<file path="src/smc_defines.svh">
/*
 * constants for the stop mode controller: register offsets, field
 * positions, reset values and timing counts.
 * assumes inclusion by bare name from the controller, its checker and the bench.
 */
`ifndef SMC_DEFINES_SVH
`define SMC_DEFINES_SVH

// register offsets on the plain software port
`define SMC_ADDR_W 4
`define SMC_OFS_PMC1 4'h0
`define SMC_OFS_PMC2 4'h1
`define SMC_OFS_CLK 4'h2
`define SMC_OFS_STAT 4'h3
`define SMC_OFS_DBG 4'h4

// power_mgmt_control_one fields
`define SMC_P1_LOW_VOLTAGE_DETECT_ENABLE 0
`define SMC_P1_LVSE 1
`define SMC_P1_STPE 2
`define SMC_PMC1_RST 8'h03

// power_mgmt_control_two fields
`define SMC_P2_SEL 0
`define SMC_P2_ACK 1
`define SMC_P2_FLAG 2
`define SMC_PMC2_RST 8'h00

// clock_gen_control fields
`define SMC_CK_IRC 0
`define SMC_CK_IRS 1
`define SMC_CK_ERC 2
`define SMC_CK_ERS 3
`define SMC_CK_HFR 4
`define SMC_CK_ADA 5
`define SMC_CK_RTE 6
`define SMC_CK_OLD 7
`define SMC_CLK_RST 8'h00

// debug_status_control field
`define SMC_DBG_EN 0

// wake-up reset length in bus cycles (time in ns, count derived)
`define SMC_WAKE_NS 1000
`define SMC_CLK_NS 100
`define SMC_WAKE_CYC ((`SMC_WAKE_NS + `SMC_CLK_NS - 1) / `SMC_CLK_NS)

`endif

</file>
<file path="src/smc_pkg.sv">
/*
 * types for the stop mode controller.
 * assumes smc_defines.svh is on the include path.
 */
`default_nettype none
package smc_pkg;
  // stop controller states, gray coded along run, shallow, deep, wake
  typedef enum logic [1:0] {
    SMC_RUN = 2'b00,
    SMC_SHALLOW = 2'b01,
    SMC_DEEP = 2'b11,
    SMC_WAKE = 2'b10
  } smc_state_t;

  // keep-alive enables toward the power islands
  typedef struct packed {
    logic regulatorOn;
    logic debugClockOn;
    logic adcOn;
    logic clockGenRefOn;
    logic oscOn;
    logic rtcOn;
    logic periphClockOn;
    logic coreStandby;
  } smc_power_t;

  // debug port request toward the block
  typedef struct packed {
    logic background;
    logic memStatus;
    logic other;
  } smc_dbg_req_t;
endpackage
`default_nettype wire

</file>
<file path="src/smc_stop_mode_controller.sv">
/*
 * stop mode controller: chooses shallow or deep stop on a stop
 * instruction, gates power islands and clocks, latches pins in deep
 * stop and drives the wake reset and recovery flag.
 * assumes one 10 MHz bus clock, a synchronous active-low reset, a cpu
 * that pulses stopExec on a stop instruction, and that rst_n models a
 * power-on style reset of this block.
 */
`timescale 1ns/10ps
`default_nettype none
`include "smc_defines.svh"

module smc_stop_mode_controller
  import smc_pkg::*;
#(
  parameter int WAKE_CYC = `SMC_WAKE_CYC
) (
  input wire logic clk,
  input wire logic rst_n,
  input wire logic [`SMC_ADDR_W-1:0] regAddr,
  input wire logic [7:0] regWdata,
  input wire logic regWrite,
  input wire logic regRead,
  output logic [7:0] regRdata,
  input wire logic stopExec,
  input wire logic wakeIrq,
  input wire logic irqPinRaw,
  input wire logic rtcWake,
  input wire smc_dbg_req_t dbgReq,
  output logic dbgAccept,
  output logic dbgStopError,
  output logic backgroundActive,
  output logic illegalOpReset,
  output logic wakeReset,
  output logic lowTripSelect,
  output logic pinLatchClosed,
  output smc_power_t power,
  output smc_state_t stateOut
);

  // ************************************************************
  // state and registers
  // ************************************************************
  smc_state_t state;
  smc_state_t next_state;
  logic [7:0] pmc1;
  logic [7:0] clkCfg;
  logic debugEnable;
  logic deepSelect;
  logic recoveryFlag;
  logic [2:0] irqSync;
  logic [$clog2(WAKE_CYC+1)-1:0] wakeCnt;
  logic wakeDone;
  logic deepReq;
  logic stopAllowed;
  logic ackWrite;
  logic irqLow;
  logic deepWake;
  logic anyStop;
  smc_power_t next_power;
  // snapshot of the enables seen at stop entry
  logic lvdKeep;
  logic dbgKeep;

  function automatic logic isWrite(input logic [`SMC_ADDR_W-1:0] a,
                                   input logic [`SMC_ADDR_W-1:0] o);
    isWrite = regWrite && (a == o);
  endfunction

  assign stopAllowed = pmc1[`SMC_P1_STPE];
  // deep only when selected and neither debug nor full stop detector
  assign deepReq = deepSelect && !debugEnable &&
                   !(pmc1[`SMC_P1_LOW_VOLTAGE_DETECT_ENABLE] && pmc1[`SMC_P1_LVSE]);
  assign ackWrite = isWrite(regAddr, `SMC_OFS_PMC2) &&
                    regWdata[`SMC_P2_ACK];
  assign irqLow = clkCfg[`SMC_CK_OLD] && !irqSync[2] && !irqSync[1];
  assign deepWake = irqLow || (rtcWake && clkCfg[`SMC_CK_RTE]);
  assign anyStop = (state == SMC_SHALLOW) || (state == SMC_DEEP);
  assign wakeDone = (wakeCnt == '0);

  // ************************************************************
  // irq pin synchroniser, three stages
  // ************************************************************
  always_ff @(posedge clk) begin
    if (!rst_n) begin
      irqSync <= 3'h7;
    end else begin
      irqSync <= {irqSync[1:0], irqPinRaw};
    end
  end

  // ************************************************************
  // software registers
  // ************************************************************
  // control one and clock config; deep wake resets them like power-on
  always_ff @(posedge clk) begin
    if (!rst_n || state == SMC_WAKE) begin
      pmc1 <= `SMC_PMC1_RST;
      clkCfg <= `SMC_CLK_RST;
      deepSelect <= 1'b0;
    end else if (state == SMC_RUN) begin
      if (isWrite(regAddr, `SMC_OFS_PMC1)) begin
        pmc1 <= regWdata;
      end
      if (isWrite(regAddr, `SMC_OFS_CLK)) begin
        clkCfg <= regWdata;
      end
      if (isWrite(regAddr, `SMC_OFS_PMC2)) begin
        deepSelect <= regWdata[`SMC_P2_SEL];
      end
    end
  end

  // debug enable lives in the debug status register; wake clears it
  always_ff @(posedge clk) begin
    if (!rst_n || state == SMC_WAKE) begin
      debugEnable <= 1'b0;
    end else if (isWrite(regAddr, `SMC_OFS_DBG)) begin
      debugEnable <= regWdata[`SMC_DBG_EN];
    end
  end

  // recovery flag: wake sets it, ack 1 clears it, set wins
  always_ff @(posedge clk) begin
    if (!rst_n) begin
      recoveryFlag <= 1'b0;
    end else if (state == SMC_WAKE && wakeDone) begin
      recoveryFlag <= 1'b1;
    end else if (ackWrite) begin
      recoveryFlag <= 1'b0;
    end
  end

  // pin latches close on deep entry, open only on reset or on an acknowledge outside wake
  always_ff @(posedge clk) begin
    if (!rst_n) begin
      pinLatchClosed <= 1'b0;
    end else if (state == SMC_RUN && stopExec && stopAllowed && deepReq) begin
      pinLatchClosed <= 1'b1;
    end else if (ackWrite && !(state == SMC_WAKE)) begin
      pinLatchClosed <= 1'b0;
    end
  end

  // read data, one cycle after the strobe
  always_ff @(posedge clk) begin
    if (!rst_n) begin
      regRdata <= 8'h00;
    end else if (regRead) begin
      if (regAddr == `SMC_OFS_PMC1) begin
        regRdata <= pmc1;
      end else if (regAddr == `SMC_OFS_PMC2) begin
        regRdata <= {5'h00, recoveryFlag, 1'b0, deepSelect};
      end else if (regAddr == `SMC_OFS_CLK) begin
        regRdata <= clkCfg;
      end else if (regAddr == `SMC_OFS_STAT) begin
        regRdata <= {4'h0, pinLatchClosed, backgroundActive, state};
      end else if (regAddr == `SMC_OFS_DBG) begin
        regRdata <= {7'h00, debugEnable};
      end else begin
        regRdata <= 8'h00;
      end
    end else begin
      regRdata <= 8'h00;
    end
  end

  // ************************************************************
  // stop sequencing
  // ************************************************************
  always_comb begin
    next_state = state;
    case (state)
      SMC_RUN: begin
        if (stopExec && stopAllowed) begin
          next_state = deepReq ? SMC_DEEP : SMC_SHALLOW;
        end
      end
      SMC_SHALLOW: begin
        if (wakeIrq || (dbgReq.background && dbgKeep)) begin
          next_state = SMC_RUN;
        end
      end
      SMC_DEEP: begin
        if (deepWake) begin
          next_state = SMC_WAKE;
        end
      end
      SMC_WAKE: begin
        if (wakeDone) begin
          next_state = SMC_RUN;
        end
      end
      default: begin
        next_state = SMC_RUN;
      end
    endcase
  end

  always_ff @(posedge clk) begin
    if (!rst_n) begin
      state <= SMC_RUN;
    end else begin
      state <= next_state;
    end
  end

  // wake reset length counter
  always_ff @(posedge clk) begin
    if (!rst_n) begin
      wakeCnt <= '0;
    end else if (state == SMC_DEEP && deepWake) begin
      wakeCnt <= ($clog2(WAKE_CYC+1))'(WAKE_CYC - 1);
    end else if (!wakeDone) begin
      wakeCnt <= wakeCnt - 1'b1;
    end
  end

  // enables snapshotted on the stop instruction
  always_ff @(posedge clk) begin
    if (!rst_n) begin
      lvdKeep <= 1'b0;
      dbgKeep <= 1'b0;
    end else if (state == SMC_RUN && stopExec && stopAllowed) begin
      lvdKeep <= pmc1[`SMC_P1_LOW_VOLTAGE_DETECT_ENABLE] && pmc1[`SMC_P1_LVSE];
      dbgKeep <= debugEnable;
    end
  end

  // ************************************************************
  // cpu, reset and debug outputs
  // ************************************************************
  always_ff @(posedge clk) begin
    if (!rst_n) begin
      illegalOpReset <= 1'b0;
      wakeReset <= 1'b0;
      lowTripSelect <= 1'b1;
      stateOut <= SMC_RUN;
    end else begin
      illegalOpReset <= (state == SMC_RUN) && stopExec && !stopAllowed;
      wakeReset <= (next_state == SMC_WAKE);
      lowTripSelect <= (next_state == SMC_WAKE) ? 1'b1 : lowTripSelect;
      stateOut <= next_state;
    end
  end

  // background mode entry from stop and debug command answers
  always_ff @(posedge clk) begin
    if (!rst_n) begin
      backgroundActive <= 1'b0;
      dbgAccept <= 1'b0;
      dbgStopError <= 1'b0;
    end else begin
      if (state == SMC_SHALLOW && dbgReq.background && dbgKeep) begin
        backgroundActive <= 1'b1;
      end else if (state == SMC_WAKE) begin
        backgroundActive <= 1'b0;
      end else if (dbgReq.other && state == SMC_RUN && !debugEnable) begin
        backgroundActive <= 1'b0;
      end
      dbgStopError <= anyStop && dbgReq.memStatus;
      dbgAccept <= backgroundActive ?
                   (dbgReq.background || dbgReq.memStatus || dbgReq.other) :
                   (!anyStop && (dbgReq.background || dbgReq.memStatus ||
                   dbgReq.other));
    end
  end

  // ************************************************************
  // power island enables
  // ************************************************************
  always_comb begin
    next_power = '{default: 1'b1};
    next_power.coreStandby = 1'b0;
    if (next_state == SMC_SHALLOW) begin
      next_power.periphClockOn = 1'b0;
      next_power.coreStandby = 1'b1;
      next_power.debugClockOn = dbgKeep || (state == SMC_RUN && debugEnable);
      next_power.regulatorOn = lvdKeep || dbgKeep ||
        (state == SMC_RUN && (debugEnable ||
        (pmc1[`SMC_P1_LOW_VOLTAGE_DETECT_ENABLE] && pmc1[`SMC_P1_LVSE])));
      next_power.adcOn = clkCfg[`SMC_CK_ADA] && (lvdKeep ||
        (state == SMC_RUN && pmc1[`SMC_P1_LOW_VOLTAGE_DETECT_ENABLE] &&
        pmc1[`SMC_P1_LVSE]));
      next_power.clockGenRefOn = clkCfg[`SMC_CK_IRC] &&
                                 clkCfg[`SMC_CK_IRS];
      next_power.oscOn = clkCfg[`SMC_CK_ERC] && clkCfg[`SMC_CK_ERS] &&
        (!clkCfg[`SMC_CK_HFR] || pmc1[`SMC_P1_LOW_VOLTAGE_DETECT_ENABLE]);
      next_power.rtcOn = clkCfg[`SMC_CK_RTE];
    end else if (next_state == SMC_DEEP) begin
      next_power = '{default: 1'b0};
      next_power.rtcOn = clkCfg[`SMC_CK_RTE];
    end
  end

  always_ff @(posedge clk) begin
    if (!rst_n) begin
      power <= '{default: 1'b1};
    end else begin
      power <= next_power;
    end
  end

endmodule
`default_nettype wire

</file>
<file path="config.mk">
export PLATFORM = sky130hd
export DESIGN_NAME = smc_stop_mode_controller
export DESIGN_NICKNAME = d
export VERILOG_FILES = /design/src/smc_pkg.sv /design/src/smc_stop_mode_controller.sv
export VERILOG_INCLUDE_DIRS = /design/src
export SDC_FILE = /design/constraint.sdc
export NUM_CORES = 1
export LEC_CHECK = 0
export ABC_CLOCK_PERIOD_IN_PS = 1500
export BUFFER_PORTS_ARGS = -buffer_cell sky130_fd_sc_hd__buf_4
export CAP_MARGIN = 20
export CORE_MARGIN = 2
export CORE_UTILIZATION = 48
export DETAILED_ROUTE_END_ITERATION = 8
export PLACE_DENSITY = 0.8
export SLEW_MARGIN = 15
export SYNTH_ARGS = -nofsm -noshare
export SYNTH_HDL_FRONTEND = slang
export SYNTH_SLANG_ARGS = --single-unit
export TNS_END_PERCENT = 20
</file>
<file path="constraint.sdc">
create_clock -name clk -period 1.5 [get_ports clk]
set_input_delay 0.15 -clock clk [delete_from_list [all_inputs] [get_ports clk]]
set_output_delay 0.15 -clock clk [all_outputs]
set_load 0.005 [all_outputs]
</file>
# Word-level counts from Yosys, hierarchy flattened

Index checks and enable logic that the tools add are counted.

Register bits after elaboration: 52
Input port bits: 23
Output and inout bits: 25
Logic and storage cells: 129

$add $sub $neg: 1
Eq/ne operators: 11
Mux-type cells: 23
Bitwise operators: 1
Reductions and logical operators: 67

Operators with widths:

| cell                | count |
|---|---|
| $mux 8              | 5 |
| $logic_and 1x1->1   | 34 |
| $logic_or 1x1->1    | 12 |
| $mux 4              | 3 |
| $mux 2              | 5 |
| $logic_not 1->1     | 9 |
| $mux 1              | 9 |
| $eq 2x2->1 const B  | 4 |
| $eq 4x2->1 const B  | 2 |
| $logic_not 4->1     | 2 |
| $pmux 2 s4          | 1 |
| $reduce_and 2->1    | 4 |
| $eq 2x1->1 const B  | 2 |
| $eq 4x1->1 const B  | 1 |
| $eq 4x3->1 const B  | 1 |
| $reduce_bool 2->1   | 2 |
| $reduce_or 2->1     | 2 |
| $sub 4x1->4 const B | 1 |
| $reduce_bool 3->1   | 1 |
| $logic_not 2->1     | 1 |
| $ne 2x1->1 const B  | 1 |
| $not 1->1           | 1 |

# Longest topological paths before layout

Gate-level depths: netlist of the first run.

Depth in word-level cells: 9
Gate-level depth with buffers: 6
Depth with buffers taken out: 6

# Least setup slack after synthesis of the first run

OpenSTA, ideal clock, no wires.

Path type: register to register
Start: reg stateOut[0] (netlist name)
End: reg power[5] (netlist bit)
Library setup time: 116 ps
Arrival time: 1,440 ps
Data required time: 1,384 ps
Setup slack: -57 ps
Stages on the path, launching flop included: 5
Buffers on the path: 1
Path through: dfxtp_1 -> buf_6 -> nand4bb_4 -> or4b_4 -> a41o_2

RTL lines:

| what                 | line                            | RTL |
|---|---|---|
| end signal, assigned | smc_stop_mode_controller.sv:300 | `power <= next_power;` |
| end, declared        | smc_stop_mode_controller.sv:37  | `output smc_power_t power,` |

==> results of run 1 <==
## area by class of cell
| cell class | instances | area (um2) | area share [%] |
|---|---|---|---|
| Timing Repair Buffer | 72 | 541 | 19.2 |
| Multi-Input combinational cell | 149 | 1040 | 37.1 |
| Clock buffer | 5 | 68.8 | 2.45 |
| Inverter | 9 | 33.8 | 1.20 |
| Tap cell | 52 | 65.1 | 2.32 |
| Clock inverter | 2 | 12.5 | 0.445 |
| Sequential cell | 52 | 1050 | 37.2 |
## per-stage QoR
| stage | TNS (ns) | cells | area [um2] | utilization, % |
|---|---|---|---|---|
| 5_1_grt | -0.0561 | 341 | 2810 | 65.0 |
| 4_1_cts | 0 | 341 | 2770 | 64.0 |
| 3_5_place_dp | -0.147 | 334 | 2670 | 61.8 |
| 6_report | 0 | 341 | 2810 | 65.0 |
| 3_3_place_gp | 0 | 334 | 2670 | 61.8 |
| 2_1_floorplan | -0.113 | 219 | 2130 | - |
## repair_timing
action | in CTS | in global routing
gates cloned | 0 | 0
setup endpoints to repair | 5 | 12
resized for setup | 4 | 8
## final timing paths
kind / end
setup / recovery: power[5]
hold / removal: irqSync[0]
setup reg to reg: power[5]
hold reg to reg: irqSync[1]
## flip-flops by register name, summed over array words and instances (netlist names)
name and flops:
wakeCnt 4, stateOut 2, regRdata 8, illegalOpReset 1, deepSelect 1, pinLatchClosed 1, dbgAccept 1, clkCfg 8
dbgStopError 1, pmc1 8, lvdKeep 1, power 8, debugEnable 1, backgroundActive 1, recoveryFlag 1, wakeReset 1
irqSync 3, dbgKeep 1
## metal layers
layer  GRT usage (%)  part of all wire (%)  wire (um)
met5               0                     0          0
met4            6.71                   1.1         54
met3            4.70                   4.6        221
met2            32.5                    47       2270
met1            26.7                    47       2240
## power by group through the flow
stage	registers [mW]	clock network (mW)	logic, mW
floorplan	1.50	0	0.259
global placement	1.50	0	0.442
detailed placement	1.50	0	0.454
CTS	1.47	0.770	0.457
global route	1.48	0.836	0.549
finish	1.47	0.764	0.492
## cells by family (layout without fill, tap and decap cells)
group / after synthesis / in the layout / synth area share (%)
fa+ha+maj: 1 / 1 / 0.588
simple gates: 85 / 85 / 21.8
other cells: 1 / 1 / 0.176
xor+xnor: 1 / 1 / 0.412
compound gates: 35 / 35 / 11.4
mux: 26 / 26 / 12.3
flops: 52 / 52 / 48.9
buf+inv: 18 / 88 / 4.41
## synthesized netlist by cell type (all sizes together), types with 5 or more instances
cell type	instances
inv	9
nor2b	7
mux2i	25
clkbuf	5
a21oi	7
nand2	9
nand3	5
o21ai	5
dfxtp	52
nor2	37
==> flow_metrics.tcl, run 1 <==
set metrics [dict create \
    final_common_cell "buf_4" \
    finClkSkew_ns 0.00476 \
    n_antenna_cell 0 \
    drc_errors 0 \
    grt_pass1_vias 1693 \
    async_flop_share_pct 0 \
    numCtsBuffers 5 \
    antenna_found_initial 0 \
    portBuffers 46 \
    max_stage_delay_ns 0.55 \
    layout_common_cells "72 x buf_4, 50 x dfxtp_1, 36 x nor2_1, 25 x mux2i_1, 9 x inv_1" \
    p_comb_share_pct 18.0 \
    design.die.area_um2 4980 \
    slowest_stage "or4b_4" \
    cap_violations 0 \
    synthFlopType "dfxtp_1" \
    die_height_um 70.6 \
    fmax_mhz 672 \
    whs_ns 0.0265 \
    cp.required_ns 1.71 \
    cts_root_buffer "clkbuf_8" \
    start_util_pct 49.2 \
    h-tree-depth 2 \
    place_hpwl_mm 3.61 \
    setup.worst_path.end_class "register" \
    grt_pass1_wl_mm 7.99 \
    cp_num_cells 3 \
    ctsHoldBuffers 0 \
    grt_usage_pct 20.1 \
    switching_power_uw 719 \
    cts_setup_buffers 0 \
    slew_violations 0 \
    worst_slack_ns 0.0117 \
    synth_edf_count 0 \
    critPathTopFamily "simple AND/OR/NAND/NOR gates" \
    num_vias 1749 \
    synth_top_area_cell "dfxtp_1" \
    cp_max_fo 6 \
    dieWidth_um 70.6 \
    num_rows 24 \
    cts_tree "built" \
    grt_max_degree 25 \
    final_hold_viol_count 0 \
    fin_crit_ns 1.49 \
    core_region_area_um2 4320 \
    rsz0062_at_grt "true" \
    drive_gt1_share_pct 34.6 \
    reg2regPathDepth 3 \
    seqPwrFrac_pct 54.0 \
    power_mw 2.73 \
    netlist.area_leader.share_pct 48.9 \
    startpoint "stateOut[0]" \
    clk_pin_slew_worst_paths_ns 0.09 \
    synth_cell_types 49 \
    gp_congestion 0.892 \
    drt-initial-drc-count 113 \
    hp-class "primary input to register" \
    area_growth_pct 32.0 \
    vdd_ir_drop_max_v 0.000546 \
    ant_nets 0 \
    cp_cell_sequence "nand4bb_4 > or4b_4 > a41o_2" \
    fillers 362 \
    clockBufferDepth 2 \
    wl_per_cell_um 14.0 \
    via_per_inst 5.13 \
    grt_overflow_total 0 \
    critPathArrivalTime_ns 1.69 \
    ys_seq_elements 52 \
    power.share.clock_pct 28.0 \
    pre_cts_slack_ns -0.0485 \
    hold_start "irqPinRaw" \
    status "finished, final reports clean" \
    postSynthAreaPerCell_um2 9.72 \
    ys_seq_area_share_pct 48.9 \
    p_int_mw 2.01 \
    critical_path_class "register to register" \
    netlist_area_um2 2130 \
    synthCells 219 \
    reg2reg_setup_slack_ns 0.01 \
    p_leak_nw 1.34 \
    whs_path_depth 2 \
    yosys_warnings 0 \
    dr.pass1.iters 4 \
    clock_latency_ns 0.30 \
    p_sw_share_pct 26.3 \
    finalWirelength_mm 4.78 \
    setup_viol 0 \
    r2r-start "stateOut[0]" \
    start_kind "register" \
    io_pins 48 \
    cp.buffers_inverters 0 \
    synthTopCellsByArea "dfxtp_1 49%, mux2i_1 12%, nor2_1 6.5%" \
    synth_fp_nets 243 \
    powerDensity_nw_per_um2 971 \
    fin_nets 313 \
    clock_sinks 52 \
    finalCritPeriodShare_pct 99.2 \
]
No activity file was read; power rests on OpenSTA's default activity.
==> run 2: changes to the inputs <==
--- a/config.mk
+++ b/config.mk
@@ -11,8 +11,9 @@
 export CAP_MARGIN = 20
 export CORE_MARGIN = 2
 export CORE_UTILIZATION = 48
+export CTS_CLUSTER_DIAMETER = 100
 export DETAILED_ROUTE_END_ITERATION = 8
-export PLACE_DENSITY = 0.8
+export PLACE_DENSITY = 0.76
 export SLEW_MARGIN = 15
 export SYNTH_ARGS = -nofsm -noshare
 export SYNTH_HDL_FRONTEND = slang
==> flow_metrics.tcl, run 2 (synthesis gave the netlist of run 1 again) <==
set metrics [dict create \
    status "finished with violations" \
    failed_checks "setup timing" \
    drc_errors 0 \
    io_pins 48 \
    clockBufferDepth 2 \
    portBuffers 46 \
    r2r-start "stateOut[0]" \
    clock_sinks 52 \
    numCtsBuffers 5 \
    antenna_found_initial 0 \
    fillers 383 \
    ant_nets 0 \
    cp.required_ns 1.70 \
    p_comb_share_pct 16.2 \
    power.share.clock_pct 30.2 \
    h-tree-depth 2 \
    critical_path_class "register to register" \
    slew_violations 0 \
    ff_latch_area_um2 1050 \
    start_util_pct 49.2 \
    layoutNonFillerInstCount 342 \
    fin_crit_ns 1.52 \
    grt_usage_pct 21.0 \
    num_vias 1832 \
    hold_start "irqPinRaw" \
    fmax_mhz 660 \
    design.die.area_um2 4980 \
    whs_path_depth 2 \
    grt_max_degree 25 \
    wl_per_cell_um 15.0 \
    cp.buffers_inverters 0 \
    p_leak_nw 1.33 \
    slowest_stage "or4b_4" \
    r2r_end "power[4]" \
    p_sw_share_pct 25.8 \
    worst_slack_ns -0.0155 \
    via_per_inst 5.36 \
    max-slew-margin-rel_pct 66.5 \
    reg2reg_setup_slack_ns -0.02 \
    whs_ns 0.0156 \
    grt_pass1_vias 1699 \
    cts_tree "built" \
    dp_cells 333 \
    drt-initial-drc-count 167 \
    final_hold_viol_count 0 \
    setup_viol 2 \
    finalCritPeriodShare_pct 101 \
    num_rows 24 \
    clk_pin_slew_worst_paths_ns 0.09 \
    layout_common_cells "72 x buf_4, 50 x dfxtp_1, 36 x nor2_1, 25 x mux2i_1" \
    gp_congestion 0.920 \
    finClkSkew_ns 0.00399 \
    cap_violations 0 \
    p_int_mw 2.04 \
    n_antenna_cell 0 \
    cp_max_fo 5 \
    vdd_ir_drop_max_v 0.000590 \
    switching_power_uw 709 \
    finalWirelength_mm 5.12 \
    setup.worst_path.end_class "register" \
    critPathTopFamily "simple AND/OR/NAND/NOR gates" \
    seqPwrFrac_pct 53.6 \
    rsz0062_at_grt "true" \
    final_common_cell "buf_4" \
    pre_cts_slack_ns -0.0495 \
    holdPathEnd "irqSync[0]" \
    dieWidth_um 70.6 \
    hp-class "primary input to register" \
    reg2regPathDepth 3 \
    cts_root_buffer "clkbuf_8" \
    ctsHoldBuffers 0 \
    core_region_area_um2 4320 \
    die_height_um 70.6 \
    worst_pin_slew_ns 0.502 \
    place_hpwl_mm 3.71 \
    multi_input_area_um2 1030 \
    drive_gt1_share_pct 34.1 \
    fin_nets 313 \
    critPathArrivalTime_ns 1.72 \
    start_kind "register" \
    clock_latency_ns 0.31 \
    cp_cell_sequence "nand4bb_4 > or4b_4 > a41o_1" \
    dr.pass1.iters 4 \
    area_growth_pct 31.8 \
    grt_overflow_total 0 \
    powerDensity_nw_per_um2 980 \
    grt_pass1_wl_mm 8.13 \
    max_stage_delay_ns 0.54 \
    cp_num_cells 3 \
]
[run 2: layout make-up]
| cell class | count | share of cell area [%] |
|---|---|---|
| clock buffer | 7 | 3.08 |
| inverter | 9 | 1.20 |
| tap | 52 | 2.32 |
| clock inverter | 1 | 0.268 |
| multi-input combinational | 149 | 36.6 |
| timing repair buffer | 72 | 19.3 |
| sequential | 52 | 37.3 |
[run 2: worst max path at each step]
stage,startpoint,to,slack (ns)
3_5_place_dp,stateOut[0],power[2],-0.05
2_1_floorplan,stateOut[0],power[5],-0.06
4_1_cts,stateOut[0],power[4],-0.01
3_3_place_gp,stateOut[0],power[2],0.01
5_1_grt,clkCfg[7],power[7],-0.05
6_report,stateOut[0],power[4],-0.02
[run 2: repair_timing]
action	4_1_cts	5_1_grt
setup buffers	0	1
setup endpoints to repair	13	12
gates resized for setup	5	5
pin swaps	0	1
[run 2: worst reg2reg max path, cell delays in order, from the launching register on]
cell	delay, ns
dfxtp_2	0.35
nand4bb_4	0.26
or4b_4	0.54
a41o_1	0.26
[run 2: power by group through the flow]
stage | Combinational (mW) | Clock, mW | Sequential [mW]
CTS | 0.422 | 0.839 | 1.47
finish | 0.445 | 0.830 | 1.47
floorplan | 0.259 | 0 | 1.50
detailed placement | 0.415 | 0 | 1.51
global route | 0.510 | 0.901 | 1.48
global placement | 0.405 | 0 | 1.50
[run 2: per-stage QoR]
step           area, um2  power [mW]  util [%]  TNS, ns
6_report            2810        2.75      64.9  -0.0293
5_1_grt             2810        2.89      64.9   -0.348
4_1_cts             2780        2.73      64.2  -0.0271
3_5_place_dp        2670        1.92      61.7  -0.0971
3_3_place_gp        2670        1.91      61.7        0
2_1_floorplan       2130        1.75         -   -0.113
[run 2: per-layer routing]
layer	up-vias	global-route usage [%]	share of wire, %
met5	-	0	0
met4	0	9.64	2.7
met3	13	4.99	5.0
met2	55	33.1	49
met1	873	27.6	44
li1	891	-	-
==> run 3: changes to the inputs <==
--- a/config.mk
+++ b/config.mk
@@ -6,6 +6,7 @@
 export SDC_FILE = /design/constraint.sdc
 export NUM_CORES = 1
 export LEC_CHECK = 0
+export ABC_AREA = 1
 export ABC_CLOCK_PERIOD_IN_PS = 1500
 export BUFFER_PORTS_ARGS = -buffer_cell sky130_fd_sc_hd__buf_4
 export CAP_MARGIN = 20
==> flow_metrics.tcl, run 3 <==
set metrics [dict create \
    status "finished, final reports clean" \
    cts_tree "built" \
    fin_crit_ns 1.36 \
    synth_top_area_cell "dfxtp_1" \
    async_flop_share_pct 0 \
    dp_cells 365 \
    synth_cell_types 32 \
    fmax_mhz 737 \
    p_sw_share_pct 27.8 \
    ys_seq_area_share_pct 48.4 \
    drt-initial-drc-count 143 \
    cts_root_buffer "clkbuf_8" \
    place_hpwl_mm 3.54 \
    start_kind "register" \
    switching_power_uw 769 \
    ant_nets 0 \
    synth_most_common_cell "dfxtp_1" \
    setup_viol 0 \
    power.share.clock_pct 28.7 \
    finalWirelength_mm 4.63 \
    wl_per_cell_um 12.4 \
    p_int_mw 2.00 \
    h-tree-depth 2 \
    n_antenna_cell 0 \
    dpl_cell_area_um2 2540 \
    core_region_area_um2 4320 \
    critical_path_class "register to register" \
    seqPwrFrac_pct 53.6 \
    synth_edf_count 0 \
    crit_top_cell "nand2_1" \
    clock_sinks 52 \
    num_vias 1832 \
    hp-class "primary input to register" \
    area_growth_pct 23.3 \
    drive_gt1_share_pct 31.1 \
    num_rows 24 \
    netlist_area_um2 2150 \
    critPathTopFamily "simple AND/OR/NAND/NOR gates" \
    final_area_um2 2650 \
    dr.pass1.iters 4 \
    io_pins 48 \
    synthCells 268 \
    layout_common_cells "51 x dfxtp_1, 51 x buf_4, 47 x nand2_1, 28 x inv_1, 25 x a21oi_1" \
    critPathArrivalTime_ns 1.57 \
    grt_pass1_wl_mm 7.66 \
    synthFlopType "dfxtp_1" \
    start_util_pct 49.7 \
    synthTopCellsByArea "dfxtp_1 48%, nand2_1 8.4%, a21oi_1 5.8%" \
    yosys-top-cells-count "52 x dfxtp_1, 48 x nand2_1, 28 x inv_1" \
    antenna_found_initial 0 \
    synth_fp_nets 292 \
    postSynthAreaPerCell_um2 8.02 \
    dieWidth_um 70.9 \
    clockBufferDepth 2 \
    cp.buffers_inverters 1 \
    p_comb_share_pct 17.7 \
    grt_max_degree 17 \
    slew_violations 0 \
    final_hold_viol_count 0 \
    cp_cell_sequence "inv_1 > ha_1 > nand2_2 > nor2_4 > nand2_1 > nand2_1 > nand2_2 > nand2_1 > nor2_1" \
    grt_overflow_total 0 \
    setup.worst_path.end_class "register" \
    vdd_ir_drop_max_v 0.000478 \
    cap_violations 0 \
    finalCritPeriodShare_pct 90.5 \
    portBuffers 46 \
    cp.required_ns 1.71 \
    ys_seq_elements 52 \
    cp_max_fo 4 \
    netlist.area_leader.share_pct 48.4 \
    powerDensity_nw_per_um2 1050 \
    numCtsBuffers 5 \
    slowest_stage "dfxtp_1" \
    design.die.area_um2 5030 \
    via_per_inst 4.90 \
    gp_congestion 0.835 \
    clk_pin_slew_worst_paths_ns 0.09 \
    p_leak_nw 1.18 \
    fin_nets 345 \
    layoutNonFillerInstCount 374 \
    clock_latency_ns 0.31 \
    max_stage_delay_ns 0.33 \
    grt_usage_pct 19.4 \
    yosys_warnings 0 \
    grt_pass1_vias 1670 \
    finClkSkew_ns 0.0100 \
    die_height_um 70.9 \
    drc_errors 0 \
]
run 3: changes by cell type after synthesis, sizes merged, moves of 7 or more:
cell	change
nor2	-11
inv	+26
nor2b	-7
a21oi	+25
mux2i	-25
nand2	+46
o21ai	+19
nand3	+12
run 3: area by class of cell:
| class | count | area (um2) |
|---|---|---|
| multi-input cells | 174 | 933 |
| flip-flops and latches | 52 | 1040 |
| clock buffers | 5 | 68.8 |
| clock inverters | 3 | 18.8 |
| inverters | 37 | 139 |
| well taps | 52 | 65.1 |
| fillers | 400 | 1670 |
| repair buffers | 51 | 383 |
run 3: metrics by stage:
| step | util [%] | worst slack, ns | total power [mW] | hold slack [ns] | setup TNS, ns |
|---|---|---|---|---|---|
| final | 61.3 | 0.143 | 2.77 | 0.0199 | 0 |
| after global routing | 61.3 | -0.0205 | 2.93 | 0.0132 | -0.0395 |
| after CTS | 60.9 | 0.0190 | 2.70 | 0.0168 | 0 |
| after detailed placement | 58.8 | 0.0356 | 1.93 | 0.341 | 0 |
| after global placement | 58.8 | 0.148 | 1.91 | 0.337 | 0 |
| after floorplan | - | 0.216 | 1.80 | 0.257 | 0 |
run 3: layer usage:
layer	wire length (um)	up-vias	GRT usage, %
li1	-	972	-
met5	0	-	0
met1	2150	807	25.4
met4	78	0	7.76
met2	2130	46	30.9
met3	274	7	4.70
run 3: repair_timing:
action                                  CTS  global route
setup buffers                             0             1
endpoints found under the setup margin    0            12
gates resized for setup                   0             4
hold buffers                              0             0
run 3: kinds of logic (layout without fill, tap and decap cells):
group                      after synthesis  count (layout)  share of synthesized area, %
adders and majority gates                1               1                         0.582
xor gates and xnor gates                 1               1                         0.408
DFF                                     52              52                          48.4
and+or+nand+nor                        110             110                          24.4
buffers and inverters                   42              96                          8.61
AOI/OAI and AO/OA                       61              61                          17.4
other                                    1               1                         0.174
run 3: final timing paths:
| check | from | endpoint | slack [ns] | depth (start not counted) |
|---|---|---|---|---|
| max reg2reg | wakeCnt[0] | wakeReset | 0.14 | 9 |
| min | irqPinRaw | irqSync[0] | 0.02 | 2 |
| min reg2reg | irqSync[0] | irqSync[1] | 0.43 | 1 |
| max | wakeCnt[0] | wakeReset | 0.14 | 9 |
run 3: power by group through the flow:
| stage | clock (mW) | combinational [mW] | sequential [mW] |
|---|---|---|---|
| CTS | 0.808 | 0.417 | 1.48 |
| floorplan | 0 | 0.299 | 1.51 |
| global route | 0.873 | 0.557 | 1.50 |
| finish | 0.795 | 0.490 | 1.49 |
| detailed placement | 0 | 0.414 | 1.51 |
| global placement | 0 | 0.402 | 1.51 |
